### config.mk
export PLATFORM = sky130hd
export DESIGN_NAME = run_command_source_decoder
export DESIGN_NICKNAME = d
export VERILOG_FILES = /design/src/run_cmd_pkg.sv /design/src/input_sync.sv /design/src/run_command_source_decoder.sv
export SDC_FILE = /design/constraint.sdc
export NUM_CORES = 1
export LEC_CHECK = 0
export ABC_AREA = 1
export ABC_CLOCK_PERIOD_IN_PS = 3000
export BUFFER_PORTS_ARGS = -buffer_cell sky130_fd_sc_hd__buf_2
export CORE_AREA = 2 2 56 111
export CTS_CLUSTER_DIAMETER = 100
export CTS_CLUSTER_SIZE = 28
export DETAILED_ROUTE_END_ITERATION = 12
export DIE_AREA = 0 0 58 113
export PLACE_DENSITY_LB_ADDON = 0.2
export SKIP_LAST_GASP = 1
export SYNTH_ARGS = -nofsm -noshare
export SYNTH_HDL_FRONTEND = slang
export SYNTH_SLANG_ARGS = --single-unit
### constraint.sdc
create_clock -name clk -period 3 [get_ports clk]
set_input_delay 0.3 -clock clk [delete_from_list [all_inputs] [get_ports clk]]
set_output_delay 0.3 -clock clk [all_outputs]
set_load 0.03 [all_outputs]
### src/run_cmd_pkg.sv
// package: constants and types for the run command source decoder
package run_cmd_pkg;

    // ------------------------------------------------------------
    // channel, mode and function codes
    // ------------------------------------------------------------
    localparam int NUM_INPUTS = 9;
    localparam logic [1:0] CHAN_KEYPAD = 2'h0;
    localparam logic [1:0] CHAN_TERMINAL = 2'h1;
    localparam logic [1:0] CHAN_COMM = 2'h2;
    localparam logic [1:0] MODE_TWO_WIRE_1 = 2'h0;
    localparam logic [1:0] MODE_TWO_WIRE_2 = 2'h1;
    localparam logic [1:0] MODE_THREE_WIRE_1 = 2'h2;
    localparam logic [1:0] MODE_THREE_WIRE_2 = 2'h3;
    localparam logic [6:0] FUNC_NONE = 7'h00;
    localparam logic [6:0] FUNC_FWD_RUN = 7'h01;
    localparam logic [6:0] FUNC_REV_RUN = 7'h02;
    localparam logic [6:0] FUNC_THREE_WIRE = 7'h03;
    localparam logic [6:0] FUNC_FWD_JOG = 7'h04;
    localparam logic [6:0] FUNC_REV_JOG = 7'h05;
    localparam logic [6:0] FUNC_COAST = 7'h06;
    localparam logic [6:0] FUNC_FAULT_RESET = 7'h07;
    localparam logic [6:0] FUNC_MAX = 7'h5F;

    // ------------------------------------------------------------
    // reset values
    // ------------------------------------------------------------
    localparam logic RUN_RESET = 1'b0;
    localparam logic DIR_RESET = 1'b0;

    // ------------------------------------------------------------
    // carriers
    // ------------------------------------------------------------
    typedef logic [6:0] func_code_t;

    typedef struct packed {
        logic forward_input;
        logic reverse_input;
        logic enable3;
        logic jogFwd;
        logic jogRev;
        logic coast;
        logic faultReset;
    } func_levels_t;

    typedef struct packed {
        logic run;
        logic reverse;
        logic jogFwd;
        logic jogRev;
        logic coast;
        logic faultReset;
    } run_cmd_t;

    typedef struct packed {
        logic start;
        logic stop;
        logic reverse;
    } comm_cmd_t;

endpackage

### src/input_sync.sv
// module: two-stage synchroniser plus edge detection for the terminal inputs
module input_sync #(
    parameter int WIDTH = 9
) (
    // clock and reset
    input wire logic clk,
    input wire logic rst,
    // raw pins and synchronised view
    input wire logic [WIDTH-1:0] pinRaw,
    output logic [WIDTH-1:0] level,
    output logic [WIDTH-1:0] rise,
    output logic [WIDTH-1:0] fall
);
    typedef struct packed {
        logic [WIDTH-1:0] meta;
        logic [WIDTH-1:0] sync;
        logic [WIDTH-1:0] prev;
    } sync_state_t;

    sync_state_t st_q;
    sync_state_t st_d;

    // meta is read only by sync; edges compare sync against prev
    always_comb begin
        st_d = st_q;
        st_d.meta = pinRaw;
        st_d.sync = st_q.meta;
        st_d.prev = st_q.sync;
    end

    always_ff @(posedge clk or posedge rst) begin
        if (rst) begin
            st_q <= '0;
        end else begin
            st_q <= st_d;
        end
    end

    // edges from registered samples only
    assign level = st_q.sync;
    assign rise = st_q.sync & ~st_q.prev;
    assign fall = ~st_q.sync & st_q.prev;

    // ------------------------------------------------------------
    // assertions
    // ------------------------------------------------------------
    property p_rise_edge;
        @(posedge clk) disable iff (rst) |rise |-> (level != $past(level));
    endproperty
    a_rise_edge: assert property (p_rise_edge) else $error("rise without level change");

    property p_sync_delay;
        @(posedge clk) disable iff (rst) ##2 1'b1 |-> level == $past(pinRaw, 2);
    endproperty
    a_sync_delay: assert property (p_sync_delay) else $error("sync delay not two cycles");
endmodule

### src/run_command_source_decoder.sv
// module: run command source selection and terminal decoding
// Operation
// - run source from channel select: 0 keypad, 1 terminals, 2 serial link
// - keypad source: run key starts drive, running indicator on
// - keypad source while running: stop key stops drive, indicator off
// - each of nine inputs has own function code 0 to 95
// - codes: 1 fwd, 2 rev, 3 three-wire enable, 4/5 jog, 6 coast, 7 reset
// - mode field 0..3: two-wire 1, two-wire 2, three-wire 1, three-wire 2
// - two-wire 1: off/off stop, fwd forward, rev reverse, both hold
// - two-wire 2: fwd enables run, rev picks direction
// - three-wire 1: fwd rising edge starts, rev level sets direction; enable off stops
// - three-wire 1 running: each rev edge inverts direction
// - three-wire 2: fwd edge runs forward, rev edge runs reverse; enable off stops
// - two-wire: after an external stop, restart only on fresh fwd/rev assertion (fwd alone in two-wire 2)
// - comm source: start and stop come from the serial link commands
module run_command_source_decoder
    import run_cmd_pkg::*;
#(
    parameter int NUM_IN = 9
) (
    // clock and reset
    input wire logic clk,
    input wire logic rst,
    // configuration
    input wire logic [1:0] runCmdChannelSel,
    input wire logic [1:0] terminalCtrlMode,
    input wire run_cmd_pkg::func_code_t inputFunctionSel [NUM_IN],
    // terminal pins: multifunction_inputs then high_speed_input_a
    input wire logic [NUM_IN-1:0] multifunctionInputs,
    // keypad keys, one-cycle pulses
    input wire logic runKey,
    input wire logic stopKey,
    // serial link command strobes
    input wire run_cmd_pkg::comm_cmd_t commCmd,
    // stop from another source (coast, plc, fixed length)
    input wire logic extStop,
    // decoded outputs
    output run_cmd_pkg::run_cmd_t runCmd,
    output logic runIndicator,
    output logic badFuncCode
);
    import run_cmd_pkg::*;

    // ------------------------------------------------------------
    // decode helpers
    // ------------------------------------------------------------
    // an input counts for a function when its code names that function
    function automatic logic hasFunc(input func_code_t code, input func_code_t want);
        hasFunc = (code == want);
    endfunction

    typedef struct packed {
        logic running;
        logic reverse;
        logic lockout;
        logic jogFwd;
        logic jogRev;
        logic coast;
        logic faultReset;
        logic badCode;
    } dec_state_t;

    dec_state_t st_q;
    dec_state_t st_d;

    logic [NUM_IN-1:0] lvl;
    logic [NUM_IN-1:0] riseIn;
    logic [NUM_IN-1:0] fallIn;
    func_levels_t fLvl;
    func_levels_t fRise;
    func_levels_t fFall;
    logic anyBad;

    // ------------------------------------------------------------
    // synchroniser
    // ------------------------------------------------------------
    input_sync #(
        .WIDTH(NUM_IN)
    ) u_sync (
        .clk(clk),
        .rst(rst),
        .pinRaw(multifunctionInputs),
        .level(lvl),
        .rise(riseIn),
        .fall(fallIn)
    );

    // gather levels and edges per function across all inputs
    always_comb begin
        fLvl = '0;
        fRise = '0;
        fFall = '0;
        anyBad = 1'b0;
        for (int i = 0; i < NUM_IN; i++) begin
            anyBad = anyBad | (inputFunctionSel[i] > FUNC_MAX);
            if (hasFunc(inputFunctionSel[i], FUNC_FWD_RUN)) begin
                fLvl.forward_input = fLvl.forward_input | lvl[i];
                fRise.forward_input = fRise.forward_input | riseIn[i];
                fFall.forward_input = fFall.forward_input | fallIn[i];
            end
            if (hasFunc(inputFunctionSel[i], FUNC_REV_RUN)) begin
                fLvl.reverse_input = fLvl.reverse_input | lvl[i];
                fRise.reverse_input = fRise.reverse_input | riseIn[i];
                fFall.reverse_input = fFall.reverse_input | fallIn[i];
            end
            if (hasFunc(inputFunctionSel[i], FUNC_THREE_WIRE)) begin
                fLvl.enable3 = fLvl.enable3 | lvl[i];
            end
            if (hasFunc(inputFunctionSel[i], FUNC_FWD_JOG)) begin
                fLvl.jogFwd = fLvl.jogFwd | lvl[i];
            end
            if (hasFunc(inputFunctionSel[i], FUNC_REV_JOG)) begin
                fLvl.jogRev = fLvl.jogRev | lvl[i];
            end
            if (hasFunc(inputFunctionSel[i], FUNC_COAST)) begin
                fLvl.coast = fLvl.coast | lvl[i];
            end
            if (hasFunc(inputFunctionSel[i], FUNC_FAULT_RESET)) begin
                fRise.faultReset = fRise.faultReset | riseIn[i];
            end
        end
    end

    // ------------------------------------------------------------
    // run state machine, one branch per source
    // ------------------------------------------------------------
    // the lockout bit carries a two-wire stop across until the terminal
    // re-asserts, so a stale level never restarts the motor by itself
    always_comb begin
        st_d = st_q;
        st_d.badCode = anyBad;
        st_d.jogFwd = 1'b0;
        st_d.jogRev = 1'b0;
        st_d.coast = 1'b0;
        st_d.faultReset = 1'b0;
        case (runCmdChannelSel)
            CHAN_KEYPAD: begin
                st_d.lockout = 1'b0;
                if (stopKey && st_q.running) begin
                    st_d.running = 1'b0;
                end else if (runKey) begin
                    st_d.running = 1'b1;
                end
            end
            CHAN_TERMINAL: begin
                st_d.jogFwd = fLvl.jogFwd;
                st_d.jogRev = fLvl.jogRev;
                st_d.coast = fLvl.coast;
                st_d.faultReset = fRise.faultReset;
                case (terminalCtrlMode)
                    MODE_TWO_WIRE_1: begin
                        if (fRise.forward_input || fRise.reverse_input || (!fLvl.forward_input && !fLvl.reverse_input)) begin
                            st_d.lockout = 1'b0;
                        end
                        if (!fLvl.forward_input && !fLvl.reverse_input) begin
                            st_d.running = 1'b0;
                        end else if (fLvl.forward_input && !fLvl.reverse_input && !st_d.lockout) begin
                            st_d.running = 1'b1;
                            st_d.reverse = 1'b0;
                        end else if (!fLvl.forward_input && fLvl.reverse_input && !st_d.lockout) begin
                            st_d.running = 1'b1;
                            st_d.reverse = 1'b1;
                        end
                    end
                    MODE_TWO_WIRE_2: begin
                        if (fRise.forward_input || !fLvl.forward_input) begin
                            st_d.lockout = 1'b0;
                        end
                        if (!fLvl.forward_input) begin
                            st_d.running = 1'b0;
                        end else if (!st_d.lockout) begin
                            st_d.running = 1'b1;
                            st_d.reverse = fLvl.reverse_input;
                        end
                    end
                    MODE_THREE_WIRE_1: begin
                        st_d.lockout = 1'b0;
                        if (!fLvl.enable3) begin
                            st_d.running = 1'b0;
                        end else if (fRise.forward_input && !st_q.running) begin
                            st_d.running = 1'b1;
                            st_d.reverse = fLvl.reverse_input;
                        end else if (st_q.running && (fRise.reverse_input || fFall.reverse_input)) begin
                            st_d.reverse = ~st_q.reverse;
                        end
                    end
                    MODE_THREE_WIRE_2: begin
                        st_d.lockout = 1'b0;
                        if (!fLvl.enable3) begin
                            st_d.running = 1'b0;
                        end else if (fRise.forward_input) begin
                            st_d.running = 1'b1;
                            st_d.reverse = 1'b0;
                        end else if (fRise.reverse_input) begin
                            st_d.running = 1'b1;
                            st_d.reverse = 1'b1;
                        end
                    end
                    default: begin
                        st_d.running = 1'b0;
                    end
                endcase
            end
            CHAN_COMM: begin
                st_d.lockout = 1'b0;
                if (commCmd.stop) begin
                    st_d.running = 1'b0;
                end else if (commCmd.start) begin
                    st_d.running = 1'b1;
                    st_d.reverse = commCmd.reverse;
                end
            end
            default: begin
                // unused channel code: hold the drive stopped
                st_d.running = 1'b0;
            end
        endcase
        // an external stop always wins; two-wire modes then need a fresh edge
        if (extStop) begin
            st_d.running = 1'b0;
            st_d.lockout = (runCmdChannelSel == CHAN_TERMINAL)
                && (terminalCtrlMode == MODE_TWO_WIRE_1 || terminalCtrlMode == MODE_TWO_WIRE_2);
        end
    end

    always_ff @(posedge clk or posedge rst) begin
        if (rst) begin
            st_q <= '{running: RUN_RESET, reverse: DIR_RESET, default: 1'b0};
        end else begin
            st_q <= st_d;
        end
    end

    // ------------------------------------------------------------
    // outputs, all registered
    // ------------------------------------------------------------
    // one assignment for the whole struct, so the output has a single driver
    assign runCmd = '{run: st_q.running, reverse: st_q.reverse, jogFwd: st_q.jogFwd, jogRev: st_q.jogRev,
        coast: st_q.coast, faultReset: st_q.faultReset};
    assign runIndicator = st_q.running;
    assign badFuncCode = st_q.badCode;

    // ------------------------------------------------------------
    // assertions
    // ------------------------------------------------------------
    property p_key_start;
        @(posedge clk) disable iff (rst)
            (runCmdChannelSel == CHAN_KEYPAD && runKey && !stopKey && !extStop) |=> runIndicator;
    endproperty
    a_key_start: assert property (p_key_start) else $error("run key did not start");

    property p_key_stop;
        @(posedge clk) disable iff (rst)
            (runCmdChannelSel == CHAN_KEYPAD && stopKey && runIndicator) |=> !runIndicator;
    endproperty
    a_key_stop: assert property (p_key_stop) else $error("stop key did not stop");

    property p_two1_stop;
        @(posedge clk) disable iff (rst)
            (runCmdChannelSel == CHAN_TERMINAL && terminalCtrlMode == MODE_TWO_WIRE_1
             && !fLvl.forward_input && !fLvl.reverse_input) |=> !runCmd.run;
    endproperty
    a_two1_stop: assert property (p_two1_stop) else $error("two-wire 1 did not stop");

    property p_two2_dir;
        @(posedge clk) disable iff (rst)
            (runCmdChannelSel == CHAN_TERMINAL && terminalCtrlMode == MODE_TWO_WIRE_2
             && fLvl.forward_input && !st_q.lockout && !extStop) |=> (runCmd.run && runCmd.reverse == $past(fLvl.reverse_input));
    endproperty
    a_two2_dir: assert property (p_two2_dir) else $error("two-wire 2 direction wrong");

    property p_three_off;
        @(posedge clk) disable iff (rst)
            (runCmdChannelSel == CHAN_TERMINAL && terminalCtrlMode[1] && !fLvl.enable3) |=> !runCmd.run;
    endproperty
    a_three_off: assert property (p_three_off) else $error("three-wire enable off did not stop");

    property p_three1_flip;
        @(posedge clk) disable iff (rst)
            (runCmdChannelSel == CHAN_TERMINAL && terminalCtrlMode == MODE_THREE_WIRE_1 && fLvl.enable3
             && runCmd.run && (fRise.reverse_input || fFall.reverse_input) && !extStop) |=> (runCmd.reverse != $past(runCmd.reverse));
    endproperty
    a_three1_flip: assert property (p_three1_flip) else $error("reverse edge did not invert");

    property p_three2_rev;
        @(posedge clk) disable iff (rst)
            (runCmdChannelSel == CHAN_TERMINAL && terminalCtrlMode == MODE_THREE_WIRE_2 && fLvl.enable3
             && fRise.reverse_input && !fRise.forward_input && !extStop) |=> (runCmd.run && runCmd.reverse);
    endproperty
    a_three2_rev: assert property (p_three2_rev) else $error("reverse edge did not run reverse");

    property p_lockout;
        @(posedge clk) disable iff (rst)
            (runCmdChannelSel == CHAN_TERMINAL && !terminalCtrlMode[1] && extStop)
            ##1 (!fRise.forward_input && !fRise.reverse_input && !extStop) |=> !runCmd.run;
    endproperty
    a_lockout: assert property (p_lockout) else $error("restart without new edge");

    property p_comm;
        @(posedge clk) disable iff (rst)
            (runCmdChannelSel == CHAN_COMM && commCmd.start && !commCmd.stop && !extStop) |=> runCmd.run;
    endproperty
    a_comm: assert property (p_comm) else $error("link start ignored");

    property p_source_only;
        @(posedge clk) disable iff (rst)
            (runCmdChannelSel != CHAN_KEYPAD && !runCmd.run && runCmdChannelSel != CHAN_TERMINAL
             && !commCmd.start) |=> !runCmd.run;
    endproperty
    a_source_only: assert property (p_source_only) else $error("start from unselected source");

    c_key_run: cover property (@(posedge clk) disable iff (rst) runCmdChannelSel == CHAN_KEYPAD && runKey);
    c_three1_flip: cover property (@(posedge clk) disable iff (rst)
        terminalCtrlMode == MODE_THREE_WIRE_1 && runCmd.run ##1 runCmd.reverse != $past(runCmd.reverse));
    c_lockout: cover property (@(posedge clk) disable iff (rst) st_q.lockout && fLvl.forward_input);
    c_comm_run: cover property (@(posedge clk) disable iff (rst) runCmdChannelSel == CHAN_COMM && runCmd.run);
endmodule

==> results by group, run 1 <==
STA
  • Relative slew margins: 64.9%
  • Final Critical Period: 1810 ps
  • Final Skew: 3.57 ps
  • Final Worst Setup Slack: 1190 ps
  • Post-Route Setup TNS: 0 ps
  • Final Cycle Share: 60.4%
  • Max-slew violations: 0
  • RSZ-0062 raised after global routing: no
  • Fmax: 0.552 GHz
  • Final setup vio count: 0
  • Slew of the pin with the lowest slew margin: 520 ps
  • Final hold violation count: 0

CTS
  • Setup bufs post-CTS: 0
  • Cts repair resizes: 0
  • Clock buffer count from CTS: 5
  • # hold bufs at CTS: 0
  • CTS tree: built
  • Clk pin slew, worst setup/hold paths: 60 ps
  • Root Buffer: clkbuf_16
  • H-tree levels: 2
  • Max clock buf depth: 2
  • Latest clock arrival within the worst-skew pair: 280 ps
  • Clock sink count: 35

Routing
  • Drt initial violations: 190
  • Vias: 3420
  • Post-Route WL: 8520 µm
  • Number of vias per cell: 5.23
  • Pre-Repair DR Iteration Count: 4
  • Post-route ant nets: 0
  • DR WL/cell: 13.0 µm
  • Drc violations: 0

Logic synthesis
  • Syn avg cell area: 6.10 µm²
  • Post-synth ARST share: 100%
  • Synth Instances: 500
  • Count leader, synth: nand2_1
  • Top-area cell type share of the netlist area: 28.7%
  • Main combinational cell family by area after synthesis: simple AND/OR/NAND/NOR gates
  • Synth warn: 0
  • Mapped Nets: 588
  • Synth Flop Type: dfrtp_1
  • EDFF count, synth: 0
  • Yosys reg bits: 35
  • Post-synth cell types: 40
  • Synth area leaders: dfrtp_1 (29%), nand2_1 (15%), inv_1 (11%), nor2_1 (11%), nand3_1 (8.0%)
  • Leading area contributor after synthesis: dfrtp_1
  • Adder-cell share of the synthesized area: 1.64%
  • Post-synthesis xor/xnor area fraction: 0%
  • Synthesized cell area: 3050 µm²
  • Post-synthesis compound-gate area fraction: 7.38%
  • Register area share after synthesis: 28.7%
  • Synth top cells by count: nand2_1 (122), inv_1 (87), nor2_1 (87)
  • Post-Synth Simple-Gate Area: 49.2%
  • Mux cell area share after synthesis: 0%

Flow run
  • Maxcap violations: 0

GRT
  • All-Layer GR Usage: 27.7%
  • Vias in the first global route: 3394
  • Antenna violations before repair: 0
  • Largest net degree at the start of global routing: 36
  • Grt ovf: 0
  • Global-route wire length before repair: 14200 µm

Setup path
  • Slowest-stage cell, CP: dfrtp_1
  • Crit path arrival time: 1990 ps
  • Crit path max-delay family: simple AND/OR/NAND/NOR gates
  • Crit path buffers/inverters: 1
  • Crit path required time: 3170 ps
  • Critical Path, Cell by Cell: inv_1, nor3_1, nand2_1, nand2_1, nor2_1, nand3_1, nor2_4, o21ai_2, nand2_1, nand2_1, nor2_1, nand2_1, nand2_1
  • Worst Path Max Fanout: 4
  • Crit start category: register
  • Most used cell, CP: nand2_1
  • CP Class: reg -> reg
  • Crit end category: register
  • Worst path max stage delay: 400 ps

Power
  • Peak VDD IR: 0.000330 V
  • PwrDens: 357 nW/µm²
  • Power consumption: 1320 µW
  • Leakage power: 0.00211 µW

Die
  • Area of the core: 5660 µm²
  • Initial Util: 53.9%
  • DIE AREA: 6550 µm²
  • # rows: 39
  • Num ports: 92
  • Height of the die: 113 µm
  • Horiz. Die Dim: 58 µm

Placement
  • GPL Wtd Cong: 0.948
  • Setup WS pre-CTS: 1150 ps
  • Port buffer count: 91
  • Post-DP HPWL: 7260 µm

Final layout
  • Area growth syn-to-layout: 21.2%
  • Core Util, Final: 65.3%
  • Fill count: 554
  • NumNets Final: 680
  • Ant. Diodes: 0
  • Share of cells above drive strength 1: 23.9%

Worst hold path
  • Class of the worst hold path: in -> async

Outcome
  • Status: finished clean
[metrics by stage]
step           std cells  hold slack (ps)  area (µm²)
5_1_grt              654              118        3700
2_1_floorplan        500              331        3050
3_5_place_dp         646              337        3540
4_1_cts              654              125        3700
3_3_place_gp         646              334        3540
6_report             654              112        3700
[path summary, 6_finish.rpt]
check	from	to	slack, ps	depth (start not counted)
max	u_sync.level[6]	runCmd[4]	1190	13
max reg2reg	u_sync.level[6]	runCmd[4]	1190	13
max in group asynchronous	rst	u_sync.st_d[15]	2560	3
min in group clk	multifunctionInputs[7]	u_sync.st_d[16]	120	1
min reg2reg	u_sync.st_d[15]	u_sync.level[6]	350	0
min	rst	u_sync.st_d[13]	110	3
[cells in the final DEF (no fill, tap or decap), types with 2 or more instances in the layout]
master	instances
nand2_1	122
buf_2	91
inv_1	87
nor2_1	87
nand3_1	49
dfrtp_1	35
nor3_1	18
nor2_2	12
nand2_2	11
nand4_1	9
nor4_1	8
a21oi_1	8
inv_2	5
o21ai_0	5
clkbuf_16	5
ha_1	4
nor2_4	3
nand3_2	3
o31ai_1	3
nand2_4	2
o41ai_1	2
a31oi_1	2
[per-layer routing]
metal / track usage (%) / up-vias / wire length [µm]
li1: - / 1764 / -
met1: 27.2 / 1515 / 3000
met2: 52.4 / 109 / 4700
met3: 3.89 / 32 / 342
met4: 15.8 / 0 / 482
met5: 0 / - / 0
[sequential cells by signal, indices dropped and copies added, names as in the netlist]
signal / flops
runIndicator: 1
u_sync.st_d: 9
u_sync.st_q: 9
runCmd: 5
u_sync.level: 9
st_q: 1
badFuncCode: 1
[report_power, final]
part           switching (µW)  internal, µW
Clock                     203           332
Combinational             168          97.3
Sequential               21.5           498
[cell families after synthesis]
group / count (synthesis)
buffers and inverters: 100
flip-flops: 35
AND/OR/NAND/NOR: 328
adder cells (fa/ha/maj): 4
AO/OA/AOI/OAI: 33
[worst register-to-register path: cells and delay by family (launching register included)]
family,cells,cell delay [ps]
compound gates,1,130
buf+inv,1,90
flops,1,400
simple gates,11,1100
[cell type report]
class,instances,area [µm²],share of cell area (%)
multi-input cells,365,1780,48.0
flip-flops and latches,35,876,23.7
repair buffers,92,463,12.5
inverters,93,352,9.51
clock buffers,6,139,3.76
well taps,61,76.3,2.06
clock inverters,2,16.3,0.440
Power figures use the tool's default switching activity.
==> inputs of run 2 (changes only) <==
--- a/config.mk
+++ b/config.mk
@@ -5,14 +5,14 @@
 export SDC_FILE = /design/constraint.sdc
 export NUM_CORES = 1
 export LEC_CHECK = 0
-export ABC_AREA = 1
-export ABC_CLOCK_PERIOD_IN_PS = 3000
+export ABC_AREA = 0
+export ABC_CLOCK_PERIOD_IN_PS = 1700
 export BUFFER_PORTS_ARGS = -buffer_cell sky130_fd_sc_hd__buf_2
-export CORE_AREA = 2 2 56 111
+export CORE_AREA = 2 2 54 106
 export CTS_CLUSTER_DIAMETER = 100
 export CTS_CLUSTER_SIZE = 28
 export DETAILED_ROUTE_END_ITERATION = 12
-export DIE_AREA = 0 0 58 113
+export DIE_AREA = 0 0 56 108
 export PLACE_DENSITY_LB_ADDON = 0.2
 export SKIP_LAST_GASP = 1
 export SYNTH_ARGS = -nofsm -noshare
==> constraint.sdc (replaced) <==
create_clock -name clk -period 1.7 [get_ports clk]
set_input_delay 0.17 -clock clk [delete_from_list [all_inputs] [get_ports clk]]
set_output_delay 0.17 -clock clk [all_outputs]
set_load 0.03 [all_outputs]
==> results by group, run 2 <==
Routing
  • Post-route ant nets: 0
  • Vias: 3554
  • DR WL/cell: 20.5 µm
  • Drt initial violations: 264
  • Number of vias per cell: 6.22
  • Pre-Repair DR Iteration Count: 5
  • Post-Route WL: 11700 µm
  • Drc violations: 0

Flow run
  • Maxcap violations: 0

Logic synthesis
  • Synth Instances: 299
  • Count leader, synth: dfrtp_1
  • Synth Flop Type: dfrtp_1
  • EDFF count, synth: 0
  • Synth top cells by count: dfrtp_1 (35), nand2_1 (29), nor2_1 (25)
  • Synth area leaders: dfrtp_1 (34%), nand4_1 (5.9%), nand3_1 (4.3%), nand2_1 (4.3%), nor4b_1 (3.8%)
  • Mapped Nets: 387
  • Syn avg cell area: 8.51 µm²
  • Synthesized cell area: 2540 µm²
  • Post-synth ARST share: 100%
  • Register area share after synthesis: 34.4%
  • Leading area contributor after synthesis: dfrtp_1
  • Synth warn: 0
  • Top-area cell type share of the netlist area: 34.4%
  • Yosys reg bits: 35
  • Post-synth cell types: 57

Final layout
  • NumNets Final: 600
  • Ant. Diodes: 0
  • Share of cells above drive strength 1: 46.6%
  • Most common cell after layout, fill and taps aside: buf_4
  • Area growth syn-to-layout: 64.9%
  • Commonest non-fill, non-tap cells in the layout: buf_4 (114), buf_2 (90), dfrtp_1 (35)
  • Fill count: 327

STA
  • Final setup vio count: 6
  • Fmax: 0.451 GHz
  • Final Cycle Share: 131%
  • RSZ-0062 raised after global routing: yes
  • Relative slew margins: 64.8%
  • Final Skew: 12.8 ps
  • Worst hold margin: 109 ps
  • Final Critical Period: 2220 ps
  • Max-slew violations: 0
  • Post-Route Setup TNS: -1670 ps
  • Slew of the pin with the lowest slew margin: 520 ps
  • Final Worst Setup Slack: -519 ps
  • Final hold violation count: 0

Setup path
  • Crit end category: register
  • Reg2Reg Capture Point: runCmd[4]
  • CP Launch Point: u_sync.level[7]
  • Crit path required time: 1930 ps
  • RR Startpoint: u_sync.level[7]
  • CP Class: reg -> reg
  • R2r setup slk: -520 ps
  • Reg2Reg Depth: 8
  • Slowest-stage cell, CP: or4bb_1
  • Crit start category: register
  • Worst Path Max Fanout: 5
  • Critical Path, Cell by Cell: or4bb_1, or3_1, nand4_1, nor3_1, a21oi_1, o21ai_1, a311oi_2, mux2i_1
  • Crit path arrival time: 2450 ps
  • Worst path max stage delay: 490 ps
  • CP Capture Point: runCmd[4]

Placement
  • Port buffer count: 91
  • GPL Wtd Cong: 1.05
  • Post-DP HPWL: 8870 µm

Outcome
  • Status: finished, violations left
  • Failing checks: setup timing

GRT
  • Vias in the first global route: 3791
  • All-Layer GR Usage: 40.2%
  • Grt ovf: 0
  • Largest net degree at the start of global routing: 36
  • Antenna violations before repair: 0
  • Global-route wire length before repair: 18300 µm

Die
  • DIE AREA: 6050 µm²
  • Num ports: 92
  • # rows: 37
  • Height of the die: 108 µm
  • Initial Util: 49.1%
  • Area of the core: 5180 µm²
  • Horiz. Die Dim: 56 µm

Worst hold path
  • HP Start: extStop
  • Class of the worst hold path: in -> reg

Power
  • PwrDens: 519 nW/µm²
  • Peak VDD IR: 0.000786 V
  • Leakage power: 0.00197 µW

CTS
  • Latest clock arrival within the worst-skew pair: 310 ps
  • Max clock buf depth: 2
  • CTS tree: built
  • Root Buffer: clkbuf_8
  • Clock sink count: 35
  • H-tree levels: 2
  • Clk pin slew, worst setup/hold paths: 80 ps
  • Clock buffer count from CTS: 5
[run 2: changes by cell type after synthesis, sizes merged, moves of 7 or more]
cell,before,now
nor4b,0,12
nand3b,0,8
nand2,135,29
nand2b,0,8
inv,93,9
nor2b,0,9
nor2,102,25
nand3,53,22
nand4,9,24
nor3,19,12
[run 2: layout make-up]
class                      instances  area, µm²  share of cell area [%]
inverter                           9       33.8                   0.805
multi-input combinational        245       1700                    40.5
timing repair buffer             216       1430                    34.1
clock buffer                       6       72.6                    1.73
clock inverter                     2       12.5                   0.298
tap                               58       72.6                    1.73
sequential                        35        876                    20.9
[run 2: worst min path at each step]
stage | end | slack, ps | depth (start not counted)
after floorplan | u_sync.st_d[10] | 200 | 0
after global placement | u_sync.st_d[15] | 280 | 3
after detailed placement | u_sync.st_d[14] | 280 | 1
after CTS | st_q[5] | 110 | 3
after global routing | st_q[5] | 130 | 3
final | st_q[5] | 110 | 3
[run 2: cell families after synthesis]
group / synth area share (%)
compound gates: 14.8
xor+xnor: 0.344
fa+ha+maj: 1.97
buf+inv: 3.89
flops: 34.4
mux: 0.787
simple gates: 43.8
[run 2: repair_timing]
| item | CTS | global route |
|---|---|---|
| hold endpoints to repair | 44 | 0 |
| pin swaps | 9 | 8 |
| buffers inserted | 4 | 3 |
| resized for setup | 18 | 8 |
| endpoints found under the setup margin | 6 | 6 |
| hold buffers | 10 | 0 |
[run 2: worst max-delay path, delay by kind of cell (launching register included)]
kind	cells	cell delay (ps)
flops	1	420
simple gates	4	1010
compound gates	3	490
mux	1	210
[run 2: per-layer routing]
layer | routed length (µm) | global-route usage, % | share of wire [%]
met5 | 0 | 0 | 0
met4 | 1090 | 32.0 | 9.3
met2 | 6420 | 75.6 | 55
met1 | 3490 | 37.1 | 30
met3 | 727 | 5.74 | 6.2
[run 2: per-stage QoR]
| stage | instances | power [µW] | area (µm²) | setup WS (ps) | utilization [%] |
|---|---|---|---|---|---|
| floorplan | 299 | 1130 | 2550 | -440 | - |
| global placement | 546 | 1480 | 3830 | -648 | 73.8 |
| detailed placement | 546 | 1500 | 3830 | -708 | 73.8 |
| CTS | 568 | 2140 | 4140 | -456 | 79.8 |
| global route | 571 | 2260 | 4190 | -600 | 80.9 |
| finish | 571 | 2180 | 4190 | -519 | 80.9 |
[run 2: power breakdown]
group          internal (µW)  switching [µW]  leakage (µW)
Sequential               877            34.4      0.000418
Combinational            322             323       0.00151
Clock                    286             333     0.0000412
